[src/verilog/rx_perf_defines.svh]
// Register indices, field positions and reset values of the receive monitor
`ifndef RX_PERF_DEFINES_SVH
`define RX_PERF_DEFINES_SVH
// Register indices; byte address on the bus is four times the index
`define IDX_SV_CNT0 10'h114
`define IDX_SV_CNT1 10'h115
`define IDX_SV_CNT2 10'h116
`define IDX_GOOD_CNT0 10'h118
`define IDX_GOOD_CNT1 10'h119
`define IDX_GOOD_CNT2 10'h11a
`define IDX_GOOD_CNT3 10'h11b
`define IDX_ABT_CNT0 10'h11c
`define IDX_ABT_CNT1 10'h11d
`define IDX_ABT_CNT2 10'h11e
`define IDX_ABT_CNT3 10'h11f
`define IDX_UPD_CTRL 10'h120
`define IDX_UPD_DONE 10'h121
`define IDX_HDR_STAT 10'h122
`define IDX_HDR_IEN 10'h123
`define IDX_TXQ_LOW_WM 10'h124
`define IDX_EXP_SAPI_H 10'h128
`define IDX_EXP_SAPI_L 10'h129
`define IDX_EXP_CTRL 10'h12a
`define IDX_EXP_ADDR 10'h12b
`define IDX_EVT_STAT 10'h12c
`define IDX_EVT_CLR 10'h12d
`define IDX_EVT_IEN 10'h12e
// Field positions
`define UPD_REQ_BIT 0
`define HDR_SAPI_H_BIT 3
`define HDR_SAPI_L_BIT 2
`define HDR_CTRL_BIT 1
`define HDR_ADDR_BIT 0
`define EVT_SNAP_BIT 0
`define EVT_HDR_BIT 1
// Reset values
`define RST_BYTE 8'h00
`define RST_EXP_BYTE 8'h00
// Watermark scaling: 32 packets of 2048 bytes per step
`define WM_PKTS_PER_STEP 32
`define WM_BYTES_PER_PKT 2048
`define WM_SHIFT 16
`endif

[src/verilog/rx_perf_pkg.sv]
// Types shared by the receive monitor
`default_nettype none
package rx_perf_pkg;
    // Packet-end report from the receive packet processor
    typedef struct packed {
        logic valid;
        logic abort;
        logic size_viol;
        logic [15:0] len;
    } rx_pkt_t;
    // Received X.86 header octets
    typedef struct packed {
        logic valid;
        logic [7:0] addr;
        logic [7:0] ctrl;
        logic [7:0] sapi_h;
        logic [7:0] sapi_l;
    } rx_hdr_t;
    // Bus slave phase, one-hot
    typedef enum logic [1:0] {
        BUS_IDLE = 2'b01,
        BUS_RESP = 2'b10
    } bus_state_t;
endpackage : rx_perf_pkg
`default_nettype wire

[src/verilog/rx_packet_perf_monitor.sv]
// Receive performance monitor with header check status and APB registers
//
// What this block does
// - Count size-violation packets in 24 bits
// - Size-violation bytes go to aborted count
// - Size count readable as three LSB-first bytes
// - Count bytes of non-aborted stored packets
// - Count bytes of aborted stored packets separately
// - Byte counts readable as four LSB-first bytes
// - Dropped bytes may be included in counts
// - Update rising edge snapshots and restarts counters
// - Update bit 0 only; other bits zero
// - Done set on snapshot, cleared by zero
// - Latch bit 3 on SAPI high mismatch
// - Latch bit 2 on SAPI low mismatch
// - Latch bit 1 on control mismatch
// - Latch bit 0 on address mismatch
// - Mismatch bits hold until status read
// - Per-bit interrupt enables, reset to zero
// - Eight-bit read/write low watermark, reset zero
// - Watermark scaled by 32 times 2048 bytes
//
// Chosen here: the APB register port.
`include "rx_perf_defines.svh"
`default_nettype none
module rx_packet_perf_monitor #(
    parameter int ADDR_W = 12
) (
    input wire logic core_clk_in,
    input wire logic sys_rst_in,
    input wire logic psel_in,
    input wire logic penable_in,
    input wire logic pwrite_in,
    input wire logic [ADDR_W-1:0] paddr_in,
    input wire logic [31:0] pwdata_in,
    output logic [31:0] prdata_out,
    output logic pready_out,
    output logic pslverr_out,
    input wire rx_perf_pkg::rx_pkt_t pkt_in,
    input wire rx_perf_pkg::rx_hdr_t hdr_in,
    output logic [23:0] txq_low_wm_bytes_out,
    output logic irq_out
);

    // Register value held in the low byte of a bus word
    function automatic logic [31:0] byte_word(input logic [7:0] b);
        byte_word = {24'h000000, b};
    endfunction : byte_word

    // Bytes a packet adds to one of the byte counters
    function automatic logic [31:0] pkt_bytes(input rx_perf_pkg::rx_pkt_t p, input logic take);
        pkt_bytes = (p.valid && take) ? {16'h0000, p.len} : 32'h00000000;
    endfunction : pkt_bytes

    // Bus slave state
    rx_perf_pkg::bus_state_t bus_q;
    logic [31:0] prdata_q;
    logic pready_q;
    logic pslverr_q;
    logic [9:0] idx;
    logic bus_done;
    logic wr_done;
    logic rd_done;
    logic idx_ok;
    logic [31:0] rd_data;

    // Software registers
    logic upd_req_q;
    logic upd_prev_q;
    logic upd_done_q;
    logic [3:0] hdr_stat_q;
    logic [3:0] hdr_ien_q;
    logic [7:0] wm_q;
    logic [23:0] wm_bytes_q;
    logic [7:0] exp_sapi_h_q;
    logic [7:0] exp_sapi_l_q;
    logic [7:0] exp_ctrl_q;
    logic [7:0] exp_addr_q;
    logic [1:0] evt_stat_q;
    logic [1:0] evt_ien_q;
    logic irq_q;

    // Live and readable counters
    logic [23:0] sv_live_q;
    logic [31:0] good_live_q;
    logic [31:0] abt_live_q;
    logic [23:0] sv_shadow_q;
    logic [31:0] good_shadow_q;
    logic [31:0] abt_shadow_q;

    logic snap;
    logic sv_inc;
    logic [31:0] good_add;
    logic [31:0] abt_add;
    logic [3:0] hdr_miss;

    // Index decode; access completes on the second access cycle
    assign idx = paddr_in[11:2];
    assign bus_done = psel_in && penable_in && pready_q;
    assign wr_done = bus_done && pwrite_in;
    assign rd_done = bus_done && !pwrite_in;

    // Read multiplexer; narrow registers read as zero above their width
    always_comb begin
        idx_ok = 1'b1;
        rd_data = 32'h00000000;
        case (idx)
            `IDX_SV_CNT0: rd_data = byte_word(sv_shadow_q[7:0]);
            `IDX_SV_CNT1: rd_data = byte_word(sv_shadow_q[15:8]);
            `IDX_SV_CNT2: rd_data = byte_word(sv_shadow_q[23:16]);
            `IDX_GOOD_CNT0: rd_data = byte_word(good_shadow_q[7:0]);
            `IDX_GOOD_CNT1: rd_data = byte_word(good_shadow_q[15:8]);
            `IDX_GOOD_CNT2: rd_data = byte_word(good_shadow_q[23:16]);
            `IDX_GOOD_CNT3: rd_data = byte_word(good_shadow_q[31:24]);
            `IDX_ABT_CNT0: rd_data = byte_word(abt_shadow_q[7:0]);
            `IDX_ABT_CNT1: rd_data = byte_word(abt_shadow_q[15:8]);
            `IDX_ABT_CNT2: rd_data = byte_word(abt_shadow_q[23:16]);
            `IDX_ABT_CNT3: rd_data = byte_word(abt_shadow_q[31:24]);
            `IDX_UPD_CTRL: rd_data = byte_word({7'h00, upd_req_q});
            `IDX_UPD_DONE: rd_data = byte_word({7'h00, upd_done_q});
            `IDX_HDR_STAT: rd_data = byte_word({4'h0, hdr_stat_q});
            `IDX_HDR_IEN: rd_data = byte_word({4'h0, hdr_ien_q});
            `IDX_TXQ_LOW_WM: rd_data = byte_word(wm_q);
            `IDX_EXP_SAPI_H: rd_data = byte_word(exp_sapi_h_q);
            `IDX_EXP_SAPI_L: rd_data = byte_word(exp_sapi_l_q);
            `IDX_EXP_CTRL: rd_data = byte_word(exp_ctrl_q);
            `IDX_EXP_ADDR: rd_data = byte_word(exp_addr_q);
            `IDX_EVT_STAT: rd_data = byte_word({6'h00, evt_stat_q});
            `IDX_EVT_CLR: rd_data = 32'h00000000;
            `IDX_EVT_IEN: rd_data = byte_word({6'h00, evt_ien_q});
            default: idx_ok = 1'b0;
        endcase
    end

    // Bus phase tracking: one wait state, then pready with data
    always_ff @(posedge core_clk_in or posedge sys_rst_in) begin
        if (sys_rst_in) begin
            bus_q <= rx_perf_pkg::BUS_IDLE;
            pready_q <= 1'b0;
            pslverr_q <= 1'b0;
            prdata_q <= 32'h00000000;
        end else begin
            case (bus_q)
                rx_perf_pkg::BUS_IDLE: begin
                    if (psel_in && penable_in) begin
                        bus_q <= rx_perf_pkg::BUS_RESP;
                        pready_q <= 1'b1;
                        pslverr_q <= !idx_ok || (paddr_in[1:0] != 2'b00);
                        prdata_q <= pwrite_in ? 32'h00000000 : rd_data;
                    end
                end
                rx_perf_pkg::BUS_RESP: begin
                    bus_q <= rx_perf_pkg::BUS_IDLE;
                    pready_q <= 1'b0;
                    pslverr_q <= 1'b0;
                    prdata_q <= 32'h00000000;
                end
                default: begin
                    bus_q <= rx_perf_pkg::BUS_IDLE;
                    pready_q <= 1'b0;
                    pslverr_q <= 1'b0;
                    prdata_q <= 32'h00000000;
                end
            endcase
        end
    end

    assign prdata_out = prdata_q;
    assign pready_out = pready_q;
    assign pslverr_out = pslverr_q;

    // Writable configuration registers
    always_ff @(posedge core_clk_in or posedge sys_rst_in) begin
        if (sys_rst_in) begin
            upd_req_q <= 1'b0;
            hdr_ien_q <= 4'h0;
            wm_q <= `RST_BYTE;
            exp_sapi_h_q <= `RST_EXP_BYTE;
            exp_sapi_l_q <= `RST_EXP_BYTE;
            exp_ctrl_q <= `RST_EXP_BYTE;
            exp_addr_q <= `RST_EXP_BYTE;
            evt_ien_q <= 2'b00;
        end else if (wr_done && idx_ok) begin
            case (idx)
                `IDX_UPD_CTRL: upd_req_q <= pwdata_in[`UPD_REQ_BIT];
                `IDX_HDR_IEN: hdr_ien_q <= pwdata_in[3:0];
                `IDX_TXQ_LOW_WM: wm_q <= pwdata_in[7:0];
                `IDX_EXP_SAPI_H: exp_sapi_h_q <= pwdata_in[7:0];
                `IDX_EXP_SAPI_L: exp_sapi_l_q <= pwdata_in[7:0];
                `IDX_EXP_CTRL: exp_ctrl_q <= pwdata_in[7:0];
                `IDX_EXP_ADDR: exp_addr_q <= pwdata_in[7:0];
                `IDX_EVT_IEN: evt_ien_q <= pwdata_in[1:0];
                default: upd_req_q <= upd_req_q;
            endcase
        end
    end

    // Watermark byte position: value times 32 * 2048
    always_ff @(posedge core_clk_in or posedge sys_rst_in) begin
        if (sys_rst_in) begin
            wm_bytes_q <= 24'h000000;
        end else begin
            wm_bytes_q <= {wm_q, 16'h0000};
        end
    end
    assign txq_low_wm_bytes_out = wm_bytes_q;

    // Snapshot request on a rising edge of the update bit
    assign snap = upd_req_q && !upd_prev_q;
    assign sv_inc = pkt_in.valid && pkt_in.size_viol;
    assign good_add = pkt_bytes(pkt_in, !pkt_in.abort && !pkt_in.size_viol);
    assign abt_add = pkt_bytes(pkt_in, pkt_in.abort || pkt_in.size_viol);

    // Update edge detector and completion flag
    always_ff @(posedge core_clk_in or posedge sys_rst_in) begin
        if (sys_rst_in) begin
            upd_prev_q <= 1'b0;
            upd_done_q <= 1'b0;
        end else begin
            upd_prev_q <= upd_req_q;
            if (snap) begin
                upd_done_q <= 1'b1;
            end else if (!upd_req_q) begin
                upd_done_q <= 1'b0;
            end
        end
    end

    // Live counters; a packet ending in the snapshot cycle starts the new period
    always_ff @(posedge core_clk_in or posedge sys_rst_in) begin
        if (sys_rst_in) begin
            sv_live_q <= 24'h000000;
            good_live_q <= 32'h00000000;
            abt_live_q <= 32'h00000000;
        end else if (snap) begin
            sv_live_q <= {23'h000000, sv_inc};
            good_live_q <= good_add;
            abt_live_q <= abt_add;
        end else begin
            sv_live_q <= sv_live_q + {23'h000000, sv_inc};
            good_live_q <= good_live_q + good_add;
            abt_live_q <= abt_live_q + abt_add;
        end
    end

    // Readable copies taken at the snapshot
    always_ff @(posedge core_clk_in or posedge sys_rst_in) begin
        if (sys_rst_in) begin
            sv_shadow_q <= 24'h000000;
            good_shadow_q <= 32'h00000000;
            abt_shadow_q <= 32'h00000000;
        end else if (snap) begin
            sv_shadow_q <= sv_live_q;
            good_shadow_q <= good_live_q;
            abt_shadow_q <= abt_live_q;
        end
    end

    // Header octet compare against expected values
    always_comb begin
        hdr_miss = 4'h0;
        hdr_miss[`HDR_SAPI_H_BIT] = hdr_in.valid && (hdr_in.sapi_h != exp_sapi_h_q);
        hdr_miss[`HDR_SAPI_L_BIT] = hdr_in.valid && (hdr_in.sapi_l != exp_sapi_l_q);
        hdr_miss[`HDR_CTRL_BIT] = hdr_in.valid && (hdr_in.ctrl != exp_ctrl_q);
        hdr_miss[`HDR_ADDR_BIT] = hdr_in.valid && (hdr_in.addr != exp_addr_q);
    end

    // Latched mismatch bits; a status read clears only the bits it returned, so a
    // mismatch that lands between data capture and the completing edge is not lost
    always_ff @(posedge core_clk_in or posedge sys_rst_in) begin
        if (sys_rst_in) begin
            hdr_stat_q <= 4'h0;
        end else if (rd_done && idx == `IDX_HDR_STAT) begin
            hdr_stat_q <= (hdr_stat_q & ~prdata_q[3:0]) | hdr_miss;
        end else begin
            hdr_stat_q <= hdr_stat_q | hdr_miss;
        end
    end

    // Block event status, cleared by writing ones to the clear register
    always_ff @(posedge core_clk_in or posedge sys_rst_in) begin
        if (sys_rst_in) begin
            evt_stat_q <= 2'b00;
        end else begin
            evt_stat_q <= (evt_stat_q & ~((wr_done && idx == `IDX_EVT_CLR) ? pwdata_in[1:0] : 2'b00))
                | {|hdr_miss, snap};
        end
    end

    // Interrupt level from enabled mismatch or event bits
    always_ff @(posedge core_clk_in or posedge sys_rst_in) begin
        if (sys_rst_in) begin
            irq_q <= 1'b0;
        end else begin
            irq_q <= (|(hdr_stat_q & hdr_ien_q)) || (|(evt_stat_q & evt_ien_q));
        end
    end
    assign irq_out = irq_q;
endmodule : rx_packet_perf_monitor
`default_nettype wire

[config.mk]
export PLATFORM = sky130hd
export DESIGN_NAME = rx_packet_perf_monitor
export DESIGN_NICKNAME = d
export VERILOG_FILES = /design/src/verilog/rx_perf_pkg.sv /design/src/verilog/rx_packet_perf_monitor.sv
export VERILOG_INCLUDE_DIRS = /design/src /design/src/verilog
export SDC_FILE = /design/constraint.sdc
export NUM_CORES = 1
export LEC_CHECK = 0
export BUFFER_PORTS_ARGS = -buffer_cell sky130_fd_sc_hd__buf_2
export CAP_MARGIN = 0
export CORE_ASPECT_RATIO = 0.8
export CORE_MARGIN = 4
export CORE_UTILIZATION = 45
export CTS_BUF_LIST = sky130_fd_sc_hd__clkbuf_2
export DETAILED_ROUTE_END_ITERATION = 8
export PLACE_DENSITY = 0.69
export REMOVE_ABC_BUFFERS = 1
export SYNTH_ARGS = -nofsm -noshare
export SYNTH_HDL_FRONTEND = slang
export SYNTH_SLANG_ARGS = --single-unit
export TNS_END_PERCENT = 50
[constraint.sdc]
create_clock -name core_clk_in -period 15 [get_ports core_clk_in]
set_input_delay 3 -clock core_clk_in [delete_from_list [all_inputs] [get_ports core_clk_in]]
set_output_delay 3 -clock core_clk_in [all_outputs]
set_load 0.01 [all_outputs]
Word level (Yosys, flattened, before mapping)
Index checks and enable logic that the tools add are counted.
- output and inout bits: 59
- register bits: 276
- logic and storage cells: 123
- equal/unequal tests: 30
- mux-type cells: 20
- bitwise operators: 9
- $add $sub $neg: 3
- reductions and logical operators: 37
- operator list (kind ; number):
    equality test 10 x 9 -> 1 bit (second input constant) ; 23
    one-hot mux 8 bit (22 select lines) ; 1
    2-to-1 mux 32 bit ; 5
    adder 32 x 16 -> 32 bit ; 2
    2-to-1 mux 16 bit ; 2
    inequality test 8 bit ; 4
    adder 24 x 1 -> 24 bit ; 1
    2-to-1 mux 24 bit ; 1
    OR reduction 23 bit ; 1
    logical AND 1 bit ; 16
    AND reduction 2 bit ; 8
    AND 4 bit ; 2
    bitwise OR 4 bit ; 2
    OR reduction 4 bit ; 2
    2-to-1 mux 1 bit ; 7
    2-to-1 mux 2 bit ; 3
    zero test 1 bit ; 5
    AND 2 bit ; 2
    2-to-1 mux 4 bit ; 1
    NOT 4 bit ; 1
    logical OR 1 bit ; 3
    equality test 2 x 1 -> 1 bit (second input constant) ; 1
    inequality test 2 x 1 -> 1 bit (second input constant) ; 1
    inequality test 2 bit (second input constant) ; 1
    other kinds (4) ; 4

Logic depth before layout (Yosys ltp)
- depth after elaboration: 8
- gate-level depth with buffers: 12
- gate-level depth less buffers: 10

Worst setup path before layout
OpenSTA, ideal clock, no wires.
- kind: input to register
- start: input port pkt_in[16] (netlist bit)
- end: register good_live_q[13]
- cell stages on the path: 11
- data required time: 14880 ps
- slack: 9369 ps
- setup time: 120 ps
- data arrival time: 5511 ps
- path buffers: 2
- cell sequence: nor3b_1 clkbuf_1 and2_1 ha_1 and4_1 a21oi_1 a31oi_1 o31ai_2 clkbuf_1 mux2i_1 nor2_1
- cells in the longest elaborated chain, start to end: 6
- RTL lines (element ; RTL line ; RTL):
    from (decl) ; rx_packet_perf_monitor.sv:39 ; input wire rx_perf_pkg::rx_pkt_t pkt_in,
    zero test 1 bit (*) ; rx_packet_perf_monitor.sv:211 ; assign good_add = pkt_bytes(pkt_in, !pkt_in.abort && !pkt_in.size_viol);
    logical AND 1 bit (*) ; rx_packet_perf_monitor.sv:211 ;
    logical AND 1 bit (*) ; rx_packet_perf_monitor.sv:52 ; pkt_bytes = (p.valid && take) ? {16'h0000, p.len} : 32'h00000000;
    2-to-1 mux 16 bit (*) ; rx_packet_perf_monitor.sv:52 ;
    adder 32 x 16 -> 32 bit ; rx_packet_perf_monitor.sv:241 ; good_live_q <= good_live_q + good_add;
    2-to-1 mux 32 bit (*) ; rx_packet_perf_monitor.sv:235 ; end else if (snap) begin
    to (signal assigned) ; rx_packet_perf_monitor.sv:237 ; good_live_q <= good_add;
    to (signal assigned) ; rx_packet_perf_monitor.sv:241 ;
    to (decl) ; rx_packet_perf_monitor.sv:85 ; logic [31:0] good_live_q;
Every way passes the cells marked *; elsewhere a longest branch is shown, timed or not.
A chain may end at the register's enable or synchronous reset.

Worst setup path in the final report
- start: input port pkt_in[16] (netlist bit)
- end: register abt_live_q[17]
- cells in the longest elaborated chain, start to end: 5
- RTL lines (element ; RTL line ; RTL):
    logical OR 1 bit ; rx_packet_perf_monitor.sv:212 ; assign abt_add = pkt_bytes(pkt_in, pkt_in.abort || pkt_in.size_viol);
    logical AND 1 bit ; rx_packet_perf_monitor.sv:52 ;
    2-to-1 mux 16 bit ; rx_packet_perf_monitor.sv:52 ;
    adder 32 x 16 -> 32 bit ; rx_packet_perf_monitor.sv:242 ; abt_live_q <= abt_live_q + abt_add;
    2-to-1 mux 32 bit ; rx_packet_perf_monitor.sv:235 ;
    to (signal assigned) ; rx_packet_perf_monitor.sv:238 ; abt_live_q <= abt_add;
    to (signal assigned) ; rx_packet_perf_monitor.sv:242 ;
    to (decl) ; rx_packet_perf_monitor.sv:86 ; logic [31:0] abt_live_q;
Every way passes these cells.

==> metrics <==
status finished, final reports clean; Reg2Reg Depth 7; vias in the first global route 11700; fin crit share 0.366; Worst Hold End txq_low_wm_bytes_out[22]; Fin. Hold Viols 0; CTS resizes 0; drt total wl 41000 µm; Fill cells 2943; global-route wire length before repair 64300 µm; H-tree depth 3; Sw Pwr 599 µW; Cell Area, Synth 14100 µm²; class of the worst hold path flop to flop; Yosys top cell area share 0.445; VDD IR max 0.0000758 V; Setup Skew 0.0625 ns; r2r setup slk 12.00 ns; most common cell after layout, fill and taps aside nand2_1; Max-slew headroom 0.315; logic gate share of total power 0.241; Initial Util 0.459; num ports 160; die width 206 µm; largest area contributor in the netlist dfrtp_1; GRT Overall Usage 0.236; Pwr Total 1720 µW; gpl congestion 0.941; worst hold path depth 0; switching power share of the total 0.349; Yosys cell types 85; crit path DAT 6.22 ns; CTS Hold Bufs 0; Vias per Instance 5.74; antenna viol nets, final 0; Clock transition at path regs 0.10 ns; Final setup viols 0; clock network power share 0.287; fin nets 1804; GRT overflow 0; Root Driver clkbuf_2; HPWL reported at the end of detailed placement 28800 µm; crit-path max FO 16; pin count of the biggest net entering global routing 96; drt initial violations 1064; Syn Inst Count 1579; number of clock sinks 251; DRC viols 0; worst-margin pin slew 1.03 ns; cts bufs inserted 67; Worst setup SP type input port; syn_area_per_cell 8.90 µm²; clk buf depth 3; Layout area overhead 8.69%; Synth Flop Type dfrtp_1; most frequent cells in the layout nand2_1, dfrtp_1, o21ai_0; Synth Register Bits 251; Period minus WS final 5.49 ns; share of total power in sequential cells 0.472; RR Endpoint abt_live_q[17]; synthesis warning total 0; Max Cap Viol 0; initial antenna violation count 2; cell internal power dissipation 1120 µW; Place WS 8.73 ns; Die Area 34200 µm²; vias after detailed routing 12200; Port Buffers 95; post-CTS setup buffers 0; sequential fraction of the synthesis area 0.447; Worst R2R Start abt_live_q[8]; Post-synth EDFFs 0; post-route setup TNS 0 ns; row count 57; core area 30600 µm²; Power Density 113 nW/µm²; Worst Path Required 15.73 ns; post-route setup slack 9.51 ns; layout cell share with drive strength beyond 1 0.143; TritonCTS clock tree yes; Synth area leaders dfrtp_1, nand2_1, o21ai_0; Worst setup EP type flop; Slew Limit Fails 0; Final Cell Area 15300 µm²; per-cell routed wire length 19.3 µm; Post-synth ARST share 1.00; WS Path Type input port to flop; hold wc startpoint wm_q[6]; top achievable clock speed 182 MHz; DP Area 14700 µm²; hold_ws 0.440 ns; Die H 166 µm; RSZ-0062 raised after global routing false; Leak 0.00740 µW; Pre-antenna DRT Iters 8; Skew-Pair Late Insertion Delay 0.86 ns
-- final cells by class --
type / count / area (µm²) / area share
inverters: 15 / 63.8 / 0.00418
multi-input cells: 1222 / 7230 / 0.473
well taps: 413 / 517 / 0.0338
diodes: 2 / 5.00 / 0.000328
flip-flops and latches: 251 / 6280 / 0.411
clock inverters: 20 / 133 / 0.00868
clock buffers: 93 / 465 / 0.0305
repair buffers: 110 / 588 / 0.0385
-- cells by family after synthesis --
group                      synth area share
and+or+nand+nor                       0.227
AOI/OAI and AO/OA                     0.159
DFF                                   0.447
buffers and inverters                0.0506
xor gates and xnor gates             0.0486
muxes                                0.0338
adders and majority gates            0.0331
other                              0.000267
-- critical path: stages --
cell and delay [ns]:
buf_2 0.13, o21a_1 0.35, and2_1 0.27, ha_1 0.35, and3_1 0.26, a221o_1 0.44
a211o_1 0.29, a21oi_1 0.76, o21ai_0 0.21, a21oi_1 0.16
-- registers in the layout (all words and copies together), names as in the netlist, 24 cells and up --
register,cells
abt_live_q,32
abt_shadow_q,32
good_live_q,32
good_shadow_q,32
sv_live_q,24
sv_shadow_q,24
-- layer usage --
layer	vias up	global-route usage	share of wire
met5	-	0	0.00032
met4	2	0.0786	0.024
met3	80	0.0592	0.087
met2	517	0.341	0.43
met1	5881	0.348	0.46
li1	5715	-	-
-- worst max-delay path by stage --
stage	startpoint	endpoint	cells after the start
final	pkt_in[16]	abt_live_q[17]	10
after CTS	pkt_in[16]	abt_live_q[17]	10
after global routing	pkt_in[16]	abt_live_q[21]	10
after global placement	pkt_in[16]	abt_live_q[31]	10
after floorplan	sys_rst_in	abt_live_q[0]	1
after detailed placement	pkt_in[16]	abt_live_q[27]	10
-- synth_stat cells, types with 7 or more instances --
library cell / count
nor2b_1: 8
nor3_1: 19
nand4_1: 27
inv_1: 15
or3_1: 16
o21a_1: 7
and2_1: 41
a21oi_1: 48
a32oi_1: 11
and3_1: 21
clkbuf_1: 75
buf_4: 40
mux2i_1: 25
nor2_1: 67
dfrtp_1: 250
a31oi_1: 13
nor4_1: 19
a21o_1: 18
xnor2_1: 17
a41oi_1: 9
nand2b_1: 14
mux2_2: 12
xor2_1: 61
a22oi_1: 13
ha_1: 34
a22o_1: 11
and4_1: 10
o21ai_0: 145
nand2_1: 355
nand3_1: 46
buf_2: 7
-- metrics by stage --
step / util / instances
2_1_floorplan: - / 1488
5_1_grt: 0.499 / 2125
6_report: 0.499 / 2126
3_3_place_gp: 0.480 / 2011
3_5_place_dp: 0.480 / 2011
4_1_cts: 0.499 / 2124
-- power by group through the flow --
stage	clock network (µW)	logic, µW	registers [µW]
floorplan	0	317	802
global placement	0	394	822
detailed placement	0	408	824
CTS	508	411	811
global route	544	466	823
finish	493	414	812
Power figures use the tool's default switching activity.
